## config.mk

```make
export PLATFORM = sky130hd
export DESIGN_NAME = fmtc_top
export DESIGN_NICKNAME = d
export VERILOG_FILES = /design/src/rtl/fmtc_pkg.sv /design/src/rtl/fmtc_top.sv
export VERILOG_INCLUDE_DIRS = /design/src /design/src/rtl
export SDC_FILE = /design/constraint.sdc
export NUM_CORES = 1
export LEC_CHECK = 0
export BUFFER_PORTS_ARGS = -buffer_cell sky130_fd_sc_hd__buf_2
export CELL_PAD_IN_SITES_DETAIL_PLACEMENT = 1
export CELL_PAD_IN_SITES_GLOBAL_PLACEMENT = 2
export CORE_UTILIZATION = 25
export CTS_CLUSTER_SIZE = 12
export DETAILED_ROUTE_END_ITERATION = 16
export HOLD_SLACK_MARGIN = 0.1
export MAX_ROUTING_LAYER = met4
export PLACE_DENSITY_LB_ADDON = 0.1
export SLEW_MARGIN = 5
export SYNTH_ARGS = -nofsm -noshare
export SYNTH_HDL_FRONTEND = slang
export SYNTH_SLANG_ARGS = --single-unit
```

## constraint.sdc

```tcl
create_clock -name core_clk -period 4.53 [get_ports core_clk]
set_clock_uncertainty 0.1 [all_clocks]
set_input_delay 0.906 -clock core_clk [delete_from_list [all_inputs] [get_ports core_clk]]
set_output_delay 0.906 -clock core_clk [all_outputs]
set_load 0.01 [all_outputs]
```

## src/rtl/fmtc_defines.svh

```systemverilog
/*
 * shared numeric constants of the tuner control block: widths, timing
 * figures and the cycle counts derived from them.
 * assumes a 50 MHz core clock and a 32.768 kHz reference on a pin.
 */
`ifndef FMTC_DEFINES_SVH
`define FMTC_DEFINES_SVH

`define FMTC_CLK_HZ 50000000
`define FMTC_WORD_W 14
`define FMTC_HIGH_W 6
`define FMTC_IFC_W 7
`define FMTC_LVL_W 4
// timing figures in their own units, reference ticks at 32.768 kHz
`define FMTC_REF_HZ_X1000 32768000
`define FMTC_SETTLE_MS 5
`define FMTC_LOCK_MIN_MS 2
`define FMTC_LOCK_MAX_MS 10
`define FMTC_SHORT_US 2000
`define FMTC_LONG_US 15600
// periods as reference ticks, lock minimum rounded up, the others rounded down
`define FMTC_SETTLE_TICKS ((`FMTC_SETTLE_MS * 32768) / 1000)
`define FMTC_LOCK_MIN_TICKS (((`FMTC_LOCK_MIN_MS * 32768) + 999) / 1000)
`define FMTC_LOCK_MAX_TICKS ((`FMTC_LOCK_MAX_MS * 32768) / 1000)
`define FMTC_SHORT_TICKS ((`FMTC_SHORT_US * 32768) / 1000000)
`define FMTC_LONG_TICKS ((`FMTC_LONG_US * 32768) / 1000000)
`define FMTC_TICK_W 10
// IF count valid window and level limits
`define FMTC_IF_LOW 7'h3E
`define FMTC_IF_HIGH 7'h42
`define FMTC_LVL_MIN 4'h3
`define FMTC_LVL_TUNED 4'h0
`define FMTC_HYST_SMALL 4'h1
`define FMTC_HYST_LARGE 4'h2
`define FMTC_PWR_OFF 2'h0
`define FMTC_PWR_FM_ONLY 2'h1

`endif

```

## src/rtl/fmtc_pkg.sv

```systemverilog
/*
 * types of the tuner control block.
 * assumes fmtc_defines.svh is compiled first.
 */
package fmtc_pkg;

    typedef enum logic [2:0] {
        FMTC_IDLE,
        FMTC_SETTLE,
        FMTC_VALIDATE,
        FMTC_SEARCH,
        FMTC_TUNED
    } fmtc_state_e;

    // host-side byte write strobes
    typedef struct packed {
        logic freq_set_low_byte;
        logic freq_set_high_byte;
        logic tuner_control_one;
        logic tuner_control_two;
        logic test_bit_byte;
        logic test_select_byte;
    } fmtc_wr_s;

    // audio path controls
    typedef struct packed {
        logic left_oe_n;
        logic right_oe_n;
        logic silence;
        logic soft_mute_on;
        logic mono;
        logic switched_blend;
        logic noise_blend_on;
    } fmtc_audio_s;

endpackage

```

## src/rtl/fmtc_top.sv

```systemverilog
/*
 * tuner control logic: tuning word load and trigger, settle and lock
 * timing, IF count and level flags, muting, blend, port pin, standby.
 * assumes the bus interface decodes byte writes into strobes with the
 * register bits held steady, and the reference arrives on an async pin.
 */
`timescale 1ns/1ps
`include "fmtc_defines.svh"

module fmtc_top (
    // clock and reset
    input wire logic core_clk,
    input wire logic rst_n,
    // reference pin, 32.768 kHz
    input wire logic reference_input_pin,
    // register byte writes
    input wire fmtc_pkg::fmtc_wr_s wr,
    input wire logic [7:0] freq_set_low_byte,
    input wire logic [5:0] freq_set_high_byte,
    input wire logic search_select,
    input wire logic search_direction,
    input wire logic count_period_select,
    input wire logic hysteresis_step_select,
    input wire logic [`FMTC_LVL_W-1:0] level_threshold,
    // control bits
    input wire logic band_select,
    input wire logic wideband_agc_disable,
    input wire logic local_reception_select,
    input wire logic soft_mute_disable,
    input wire logic hard_mute_both,
    input wire logic left_channel_kill,
    input wire logic right_channel_kill,
    input wire logic audio_silence,
    input wire logic force_mono,
    input wire logic switched_blend,
    input wire logic noise_blend_disable,
    input wire logic port_source_select,
    input wire logic port_value_bit,
    input wire logic test_enable_bit,
    input wire logic test_port_value,
    input wire logic [1:0] power_state_bits,
    // analog front end observations
    input wire logic if_pulse,
    input wire logic [`FMTC_LVL_W-1:0] level_adc,
    // synthesizer and front end controls
    output logic [`FMTC_WORD_W-1:0] tuning_word,
    output logic synth_trigger,
    output logic search_active,
    output logic search_up,
    output logic band_low_range,
    output logic wideband_agc_on,
    output logic inband_agc_on,
    output logic lna_gain_reduced,
    output logic period_short,
    // status
    output logic pll_lock_flag,
    output logic tuning_done_flag,
    output logic [`FMTC_IFC_W-1:0] if_count,
    output logic if_flag,
    output logic [`FMTC_LVL_W-1:0] level_value,
    output logic low_level_flag,
    output logic rds_update,
    output logic rds_data_enable,
    // audio and power
    output fmtc_pkg::fmtc_audio_s audio,
    output logic general_output_pin,
    output logic fm_powered,
    output logic rds_powered
);

    // ==========================================================
    // reference synchroniser and edge tick
    logic ref_meta;
    logic ref_sync;
    logic ref_prev;
    logic ref_tick;

    always_ff @(posedge core_clk or negedge rst_n) begin
        if (!rst_n) begin
            ref_meta <= 1'b0;
            ref_sync <= 1'b0;
            ref_prev <= 1'b0;
        end else begin
            ref_meta <= reference_input_pin;
            ref_sync <= ref_meta;
            ref_prev <= ref_sync;
        end
    end
    assign ref_tick = ref_sync & ~ref_prev;

    // ==========================================================
    // trigger and tuning word
    logic any_write;
    assign any_write = wr.freq_set_low_byte | wr.freq_set_high_byte | wr.tuner_control_one
        | wr.tuner_control_two | wr.test_bit_byte | wr.test_select_byte;

    always_ff @(posedge core_clk or negedge rst_n) begin
        if (!rst_n) begin
            tuning_word <= '0;
            synth_trigger <= 1'b0;
        end else begin
            synth_trigger <= any_write;
            if (any_write) begin
                tuning_word <= {freq_set_high_byte, freq_set_low_byte};
            end
        end
    end

    // ==========================================================
    // tuning sequence
    fmtc_pkg::fmtc_state_e state;
    fmtc_pkg::fmtc_state_e next_state;
    logic [`FMTC_TICK_W-1:0] tick_cnt;
    logic period_sel_q;
    logic search_q;
    logic search_stop;
    // search stops only on a strong enough channel with a valid count
    assign search_stop = (level_adc >= `FMTC_LVL_MIN) && !if_flag;

    always_comb begin
        next_state = state;
        case (state)
            fmtc_pkg::FMTC_IDLE: begin
                if (synth_trigger) begin
                    next_state = fmtc_pkg::FMTC_SETTLE;
                end
            end
            fmtc_pkg::FMTC_SETTLE: begin
                if (ref_tick && tick_cnt >= `FMTC_TICK_W'(`FMTC_SETTLE_TICKS - 1)) begin
                    next_state = fmtc_pkg::FMTC_VALIDATE;
                end
            end
            fmtc_pkg::FMTC_VALIDATE: begin
                if (ref_tick && tick_cnt >= `FMTC_TICK_W'(`FMTC_LOCK_MIN_TICKS - 1)) begin
                    next_state = search_q ? fmtc_pkg::FMTC_SEARCH : fmtc_pkg::FMTC_TUNED;
                end
            end
            fmtc_pkg::FMTC_SEARCH: begin
                if (search_stop) begin
                    next_state = fmtc_pkg::FMTC_TUNED;
                end
            end
            fmtc_pkg::FMTC_TUNED: begin
                next_state = fmtc_pkg::FMTC_TUNED;
            end
            default: begin
                next_state = fmtc_pkg::FMTC_IDLE;
            end
        endcase
        if (synth_trigger) begin
            next_state = fmtc_pkg::FMTC_SETTLE;
        end
    end

    always_ff @(posedge core_clk or negedge rst_n) begin
        if (!rst_n) begin
            state <= fmtc_pkg::FMTC_IDLE;
            tick_cnt <= '0;
            search_q <= 1'b0;
            period_sel_q <= 1'b0;
            search_active <= 1'b0;
            search_up <= 1'b0;
        end else begin
            state <= next_state;
            search_active <= (next_state == fmtc_pkg::FMTC_SEARCH);
            search_up <= search_direction;
            if (synth_trigger) begin
                // period and mode latched at the start of the tuning cycle
                search_q <= search_select;
                period_sel_q <= count_period_select;
            end
            if (next_state != state) begin
                tick_cnt <= '0;
            end else if (ref_tick) begin
                tick_cnt <= tick_cnt + `FMTC_TICK_W'(1);
            end
        end
    end

    // lock flag and done flag, cleared by every retrigger
    always_ff @(posedge core_clk or negedge rst_n) begin
        if (!rst_n) begin
            pll_lock_flag <= 1'b0;
            tuning_done_flag <= 1'b0;
        end else if (synth_trigger) begin
            pll_lock_flag <= 1'b0;
            tuning_done_flag <= 1'b0;
        end else begin
            if (state == fmtc_pkg::FMTC_VALIDATE && next_state != state) begin
                pll_lock_flag <= 1'b1;
            end
            if (state != fmtc_pkg::FMTC_TUNED && next_state == fmtc_pkg::FMTC_TUNED) begin
                tuning_done_flag <= 1'b1;
            end
        end
    end

    // ==========================================================
    // IF counter, runs continuously over the chosen gate period
    logic tuned;
    logic [`FMTC_TICK_W-1:0] gate_cnt;
    logic [`FMTC_IFC_W-1:0] pulse_cnt;
    logic gate_end;
    logic use_short;

    assign tuned = (state == fmtc_pkg::FMTC_TUNED);
    assign use_short = period_sel_q && !tuned;
    assign gate_end = ref_tick && (gate_cnt >= (use_short ?
        `FMTC_TICK_W'(`FMTC_SHORT_TICKS - 1) : `FMTC_TICK_W'(`FMTC_LONG_TICKS - 1)));

    always_ff @(posedge core_clk or negedge rst_n) begin
        if (!rst_n) begin
            gate_cnt <= '0;
            pulse_cnt <= '0;
            if_count <= '0;
            if_flag <= 1'b0;
        end else begin
            if (gate_end) begin
                gate_cnt <= '0;
                pulse_cnt <= '0;
                if_count <= pulse_cnt;
                if_flag <= (pulse_cnt < `FMTC_IF_LOW) || (pulse_cnt > `FMTC_IF_HIGH);
            end else begin
                if (ref_tick) begin
                    gate_cnt <= gate_cnt + `FMTC_TICK_W'(1);
                end
                if (if_pulse && pulse_cnt != '1) begin
                    pulse_cnt <= pulse_cnt + `FMTC_IFC_W'(1);
                end
            end
        end
    end

    // ==========================================================
    // level converter and low level flag with hysteresis
    logic [`FMTC_LVL_W-1:0] eff_limit;
    logic [`FMTC_LVL_W-1:0] hyst;

    // the tuned limit falls to zero, so the flag can no longer set
    assign eff_limit = tuned ? `FMTC_LVL_TUNED : level_threshold;
    assign hyst = hysteresis_step_select ? `FMTC_HYST_LARGE : `FMTC_HYST_SMALL;

    always_ff @(posedge core_clk or negedge rst_n) begin
        if (!rst_n) begin
            level_value <= '0;
            low_level_flag <= 1'b0;
        end else begin
            level_value <= level_adc;
            if (level_adc < eff_limit) begin
                low_level_flag <= 1'b1;
            end else if ({1'b0, level_adc} >= {1'b0, eff_limit} + {1'b0, hyst}) begin
                low_level_flag <= 1'b0;
            end
        end
    end

    // ==========================================================
    // rds update and audio path
    logic standby;
    assign standby = (power_state_bits == `FMTC_PWR_OFF);

    always_ff @(posedge core_clk or negedge rst_n) begin
        if (!rst_n) begin
            rds_update <= 1'b0;
            rds_data_enable <= 1'b0;
        end else begin
            // short period preset: update runs while the word settles and validates
            rds_update <= period_sel_q && !search_q && !tuned
                && state != fmtc_pkg::FMTC_IDLE;
            rds_data_enable <= audio_silence && !standby
                && power_state_bits != `FMTC_PWR_FM_ONLY;
        end
    end

    always_ff @(posedge core_clk or negedge rst_n) begin
        if (!rst_n) begin
            audio <= '{left_oe_n: 1'b1, right_oe_n: 1'b1, silence: 1'b1, soft_mute_on: 1'b1,
                mono: 1'b0, switched_blend: 1'b0, noise_blend_on: 1'b1};
        end else begin
            audio.left_oe_n <= hard_mute_both | left_channel_kill | standby;
            audio.right_oe_n <= hard_mute_both | right_channel_kill | standby;
            audio.silence <= audio_silence | rds_update;
            audio.soft_mute_on <= !soft_mute_disable;
            audio.mono <= force_mono | left_channel_kill | right_channel_kill;
            audio.switched_blend <= switched_blend;
            audio.noise_blend_on <= !noise_blend_disable;
        end
    end

    // ==========================================================
    // front end controls, port pin and power
    always_ff @(posedge core_clk or negedge rst_n) begin
        if (!rst_n) begin
            band_low_range <= 1'b0;
            wideband_agc_on <= 1'b1;
            inband_agc_on <= 1'b1;
            lna_gain_reduced <= 1'b0;
            period_short <= 1'b0;
            general_output_pin <= 1'b0;
            fm_powered <= 1'b0;
            rds_powered <= 1'b0;
        end else begin
            band_low_range <= band_select;
            wideband_agc_on <= !wideband_agc_disable;
            inband_agc_on <= 1'b1;
            lna_gain_reduced <= local_reception_select;
            period_short <= use_short;
            // power bits play no part here
            general_output_pin <= test_enable_bit ? test_port_value
                : (port_source_select ? tuning_done_flag : port_value_bit);
            fm_powered <= !standby;
            rds_powered <= !standby && power_state_bits != `FMTC_PWR_FM_ONLY;
        end
    end

    // ==========================================================
    // checks
    trigger_follow_a: assert property (@(posedge core_clk) disable iff (!rst_n)
        any_write |=> synth_trigger) else $error("write did not retrigger");
    word_load_a: assert property (@(posedge core_clk) disable iff (!rst_n)
        any_write |=> tuning_word == $past({freq_set_high_byte, freq_set_low_byte}))
        else $error("tuning word not loaded");
    lock_clear_a: assert property (@(posedge core_clk) disable iff (!rst_n)
        synth_trigger |=> !pll_lock_flag) else $error("lock flag survived retrigger");
    lock_cause_a: assert property (@(posedge core_clk) disable iff (!rst_n)
        $rose(pll_lock_flag) |-> $past(state) == fmtc_pkg::FMTC_VALIDATE)
        else $error("lock set outside validation");
    hard_mute_a: assert property (@(posedge core_clk) disable iff (!rst_n)
        (hard_mute_both || standby) |=> audio.left_oe_n && audio.right_oe_n)
        else $error("audio not tri-stated");
    kill_mono_a: assert property (@(posedge core_clk) disable iff (!rst_n)
        left_channel_kill |=> audio.mono && audio.left_oe_n) else $error("left kill not applied");
    rds_silence_a: assert property (@(posedge core_clk) disable iff (!rst_n)
        rds_update |=> audio.silence) else $error("audio live during update");
    port_pin_a: assert property (@(posedge core_clk) disable iff (!rst_n)
        (!test_enable_bit && !port_source_select) |=> general_output_pin == $past(port_value_bit))
        else $error("port pin wrong");
    tuned_level_a: assert property (@(posedge core_clk) disable iff (!rst_n)
        (tuned && $past(tuned)) |=> !low_level_flag || $past(low_level_flag))
        else $error("low level set while tuned");
    rds_stop_a: assert property (@(posedge core_clk) disable iff (!rst_n)
        !audio_silence |=> !rds_data_enable) else $error("rds data not halted");

endmodule

```

# Word level (Yosys, flattened, before mapping)
# Index checks and enable logic that the tools add are counted.
# Widths: inputs -> output; s select.
dict set report totals {
  register_bits 83
  word_cells 125
  out_inout_bits 49
  input_bits 53
}
dict set report op_classes {
  n_mux 23
  n_lt_le_gt_ge 8
  n_bitwise 14
  reduce_logical 31
  n_eq_ne 10
  addsub 4
}
# cell n
set op_table {}
lappend op_table {{$mux 10} 4}
lappend op_table {{$add 10x1->10 const B} 2}
lappend op_table {{$mux 3} 5}
lappend op_table {{$pmux 3 s5} 1}
lappend op_table {{$logic_and 1x1->1} 14}
lappend op_table {{$mux 7} 2}
lappend op_table {{$or 1x1->1} 12}
lappend op_table {{$reduce_bool 2->1} 6}
lappend op_table {{$ge 10x7->1 const B} 1}
lappend op_table {{$ge 10x8->1 const B} 1}
lappend op_table {{$ge 10x9->1} 1}
lappend op_table {{$eq 3x2->1 const B} 3}
lappend op_table {{$mux 9} 1}
lappend op_table {{$mux 1} 8}
lappend op_table {{$add 7x1->7 const B} 1}
lappend op_table {{$gt 7x7->1 const B} 1}
lappend op_table {{$logic_not 1->1} 7}
lappend op_table {{$lt 7x6->1 const B} 1}
lappend op_table {{$ne 7x7->1 const B} 1}
lappend op_table {{$eq 3x3->1 const B} 2}
lappend op_table {{$add 4x2->5} 1}
lappend op_table {{$ge 4x5->1} 1}
lappend op_table {{$ge 4x2->1 const B} 1}
lappend op_table {{$lt 4x4->1} 1}
lappend op_table {{12 further kinds} 12}

# Depth between registers and ports, before layout
dict set report logic_depth {
  depth_word 10
  depth_mapped 14
}

# Least setup slack after synthesis
# OpenSTA, ideal clock, no wires.
dict set report synth_timing {
  kind {flip-flop to flip-flop}
  startpoint {reg state[0]}
  endpoint {reg pulse_cnt[5]}
  path_buffers 2
  period_less_slack_ns 2.906
  arrival_time_ns 2.728
  required_time_ns 4.352
  setup_slack_ns 1.624
  stages_incl_launch_ff 12
  setup_time_ns 0.078
  cell_sequence {dfrtp_1 buf_2 nor2_1 nand2_1 nand2_1 inv_1 ha_1 a2111o_1 o31ai_2 nor2_1 clkbuf_1 a21oi_1}
}
dict set report synth_via {
  elab_chain_cells 7
  word_cells_on_any_way 8
  cone_classes {order compare (1); eq/ne (1); mux (2); reduce/logical (4)}
}
# item line_no
set synth_rtl {}
lappend synth_rtl {{start: declaration} fmtc_top.sv:111} ;# fmtc_pkg::fmtc_state_e state;
lappend synth_rtl {{start signal: assignment} fmtc_top.sv:157} ;# state <= fmtc_pkg::FMTC_IDLE;
lappend synth_rtl {{start signal: assignment} fmtc_top.sv:164} ;# state <= next_state;
lappend synth_rtl {{$eq 3x3->1 (*)} fmtc_top.sv:206} ;# assign tuned = (state == fmtc_pkg::FMTC_TUNED);
lappend synth_rtl {{$logic_not 1->1 (*)} fmtc_top.sv:207} ;# assign use_short = period_sel_q && !tuned;
lappend synth_rtl {{$logic_and 1x1->1 (*)} fmtc_top.sv:207}
lappend synth_rtl {{named net use_short} fmtc_top.sv:204} ;# logic use_short;
lappend synth_rtl {{$mux 9 (*)} fmtc_top.sv:208} ;# assign gate_end = ref_tick && (gate_cnt >= (use_short ?
lappend synth_rtl {{$ge 10x9->1 (*)} fmtc_top.sv:208}
lappend synth_rtl {{$logic_and 1x1->1 (*)} fmtc_top.sv:208}
lappend synth_rtl {{$mux 7 / $reduce_bool 2->1 (equally long branches)} n/a}
lappend synth_rtl {{end signal: assignment} fmtc_top.sv:228} ;# pulse_cnt <= pulse_cnt + `FMTC_IFC_W'(1);
lappend synth_rtl {{end: declaration} fmtc_top.sv:202} ;# logic [`FMTC_IFC_W-1:0] pulse_cnt;
# Mark *: on every way through the listed nets, which the timed path passes. The rest lies on a longest branch.
# A chain may end at the register's enable or synchronous reset.

# Worst setup path after layout
dict set report layout_timing {
  startpoint {reg state[0]}
  endpoint {reg if_count[4]}
}
dict set report layout_via {
  elab_chain_cells 6
}
# item line_no
set layout_rtl {}
lappend layout_rtl {{$eq 3x3->1} fmtc_top.sv:206}
lappend layout_rtl {{$logic_not 1->1} fmtc_top.sv:207}
lappend layout_rtl {{$logic_and 1x1->1} fmtc_top.sv:207}
lappend layout_rtl {{named net use_short} fmtc_top.sv:204}
lappend layout_rtl {{$mux 9} fmtc_top.sv:208}
lappend layout_rtl {{$ge 10x9->1} fmtc_top.sv:208}
lappend layout_rtl {{$logic_and 1x1->1} fmtc_top.sv:208}
lappend layout_rtl {{end signal: assignment} fmtc_top.sv:221} ;# if_count <= pulse_cnt;
lappend layout_rtl {{end: declaration} fmtc_top.sv:58} ;# output logic [`FMTC_IFC_W-1:0] if_count,
# The timed path passes the listed nets, and every way through them passes these cells.

==> run metrics <==
Synth area leaders=dfrtp_1 49%, ha_1 7.0%, mux2_2 6.9%, dfstp_2 4.0%, nand2_1 2.8%; Power Density=425 mW/mm^2; via count=2938; Placeable Area=0.0153 mm^2; Syn Nets=423; CP required=4.65 ns; number of CTS-inserted buffers=9; fin crit share=0.738; Ys Warns=0; Cell variety after synth=59; Clock transition at path regs=0.06 ns; Post-CTS Hold Fix Bufs=0; largest net degree at the start of global routing=57; Least-Margin Pin Slew=0.930 ns; GRT Total Usage=0.133; Max-cap violations=0; initial drt markers=160; worst-path fanout max=19; critical path type=reg -> reg; vias in the first global route=3046; drt pass-1 iters=4; Critical Path Start=state[0]; Seq/Total Area, Yosys=0.532; min setup slack post-route=1.19 ns; CP Capture Point=if_count[4]; synthesized netlist cell count=347; Synth top cells by count=77 x dfrtp_1, 29 x nand2_1, 24 x mux2_2, 24 x nor2_1, 22 x ha_1; most numerous cell in the Yosys netlist=dfrtp_1; final wirelength=9410 um; first-pass GRT wire length=16000 um; Period minus WS final=3.34 ns; RSZ-0062 raised after global routing=no; die height=127 um; type of origin of the critical path=register; Starting Density=0.257; WHS Path Cells=0; Clock Path Buffers=2; Worst R2R End=if_count[4]; layout cells sized above 1=0.346; Post-CTS Setup Inserts=0; Fin. Hold Viols=0; Die X=127 um; CTS tree=built; CP endpoint kind=register; residual DRC count=0; Worst R2R Path Depth=10; initial antenna violation count=0; DPL Wire Length=6860 um; Post-synth ARST share=1.00; Ports=102; ant diodes=0; fin nets=527; Clk Latency, worst-skew pair=0.34 ns; Slew Limit Fails=0; Max VDD drop=0.164 mV; Yosys top cell by area=dfrtp_1; worst path arrival time=3.47 ns; routability congestion estimate=0.732; Post-Syn Area per Cell=11.3 um^2; count of final setup violators=0; GRT overflow=0; WL/cell=14.1 um; Rows=45; Post-synth EDFFs=0; Area Growth Syn to Fin=26.9%; worst slack at placement=1.22 ns; die area=0.0162 mm^2; Port Buffers=100; f_max=0.299 GHz; Via-to-Cell Ratio=4.40; setup TNS=0 ns; Synth Flop Type=dfrtp_1; Post-Syn Area=0.00392 mm^2; Root Buffer=clkbuf_16; Post-CTS Resized=0; hold slack=0.255 ns; antenna viol nets, final=0; Tightest Hold Check Type=reg -> reg; Num Clock Sinks=83; CTS H-tree lvls=3; RR Startpoint=state[0]; run status=finished, final reports clean; reg-to-reg slack, setup=1.19 ns; Worst slew margin=0.376; Leak=2.36 nW; flop and latch count out of synthesis=83; Synth top area share=0.492
## critical path: stages (launching register included)
cell	delay (ns)
dfrtp_1	0.47
nor2_1	0.29
nand2_1	0.21
nand2_1	0.14
inv_1	0.13
ha_1	0.32
a2111o_1	0.40
o31ai_2	0.57
nor2_1	0.08
buf_4	0.23
mux2_2	0.29
## worst min path at each step
stage / endpoint / start / slack, ns
floorplan: ref_sync / ref_meta / 0.23
global placement: ref_sync / ref_meta / 0.23
detailed placement: ref_sync / ref_meta / 0.24
CTS: ref_sync / ref_meta / 0.26
global route: ref_sync / ref_meta / 0.27
finish: ref_sync / ref_meta / 0.26
## metal layers
layer  up-vias  global-route usage  wire length [um]
met1      1437               0.163              4240
met4         0              0.0371               101
met3         7              0.0440               469
met2        62               0.208              4600
li1       1432                   -                 -
met5         -                   -                 0
## per-stage QoR
stage                util  area [um^2]  total power (W)  instances
floorplan               -         3920          0.00122        347
CTS                 0.326         4970          0.00217        667
global route        0.326         4970          0.00227        667
global placement    0.306         4660          0.00137        651
finish              0.326         4970          0.00212        667
detailed placement  0.306         4660          0.00138        651
## flip-flops by register name, indices dropped and copies added, names as in the netlist, 3 cells and up
register,count
gate_cnt,10
audio,7
tick_cnt,10
pulse_cnt,7
state,3
tuning_word,14
level_value,4
if_count,7
## cell usage in the layout (no fill, tap or decap), types with 9 or more instances in the layout
master and count:
a21oi_1 11, buf_2 99, clkbuf_16 9, dfrtp_1 77
ha_1 22, inv_1 18, mux2_2 24, nand2_1 29
nand3_1 11, nor2_1 24, nor4_1 11, xor2_1 12
## cells by family (layout without fill, tap and decap cells)
kind of cell,after synthesis,after routing,synth area share
AO/OA/AOI/OAI,48,48,0.0878
XOR/XNOR,19,19,0.0444
adder cells (fa/ha/maj),23,23,0.0754
buffers and inverters,28,137,0.0284
flip-flops,83,83,0.532
multiplexers,26,26,0.0741
other,1,1,0.000957
AND/OR/NAND/NOR,119,119,0.157
## power breakdown
part,internal (W),switching (W),total [W]
Combinational,0.000188,0.000200,0.000389
Clock,0.000447,0.000310,0.000757
Sequential,0.000848,0.000122,0.000970
## final cells by class
type | instances | area, um^2
multi-input combinational | 236 | 1720
clock inverter | 6 | 71.3
timing repair buffer | 103 | 526
clock buffer | 10 | 239
fill | 1709 | 10300
inverter | 18 | 67.6
tap | 211 | 264
sequential | 83 | 2080
Power figures use the tool's default switching activity.
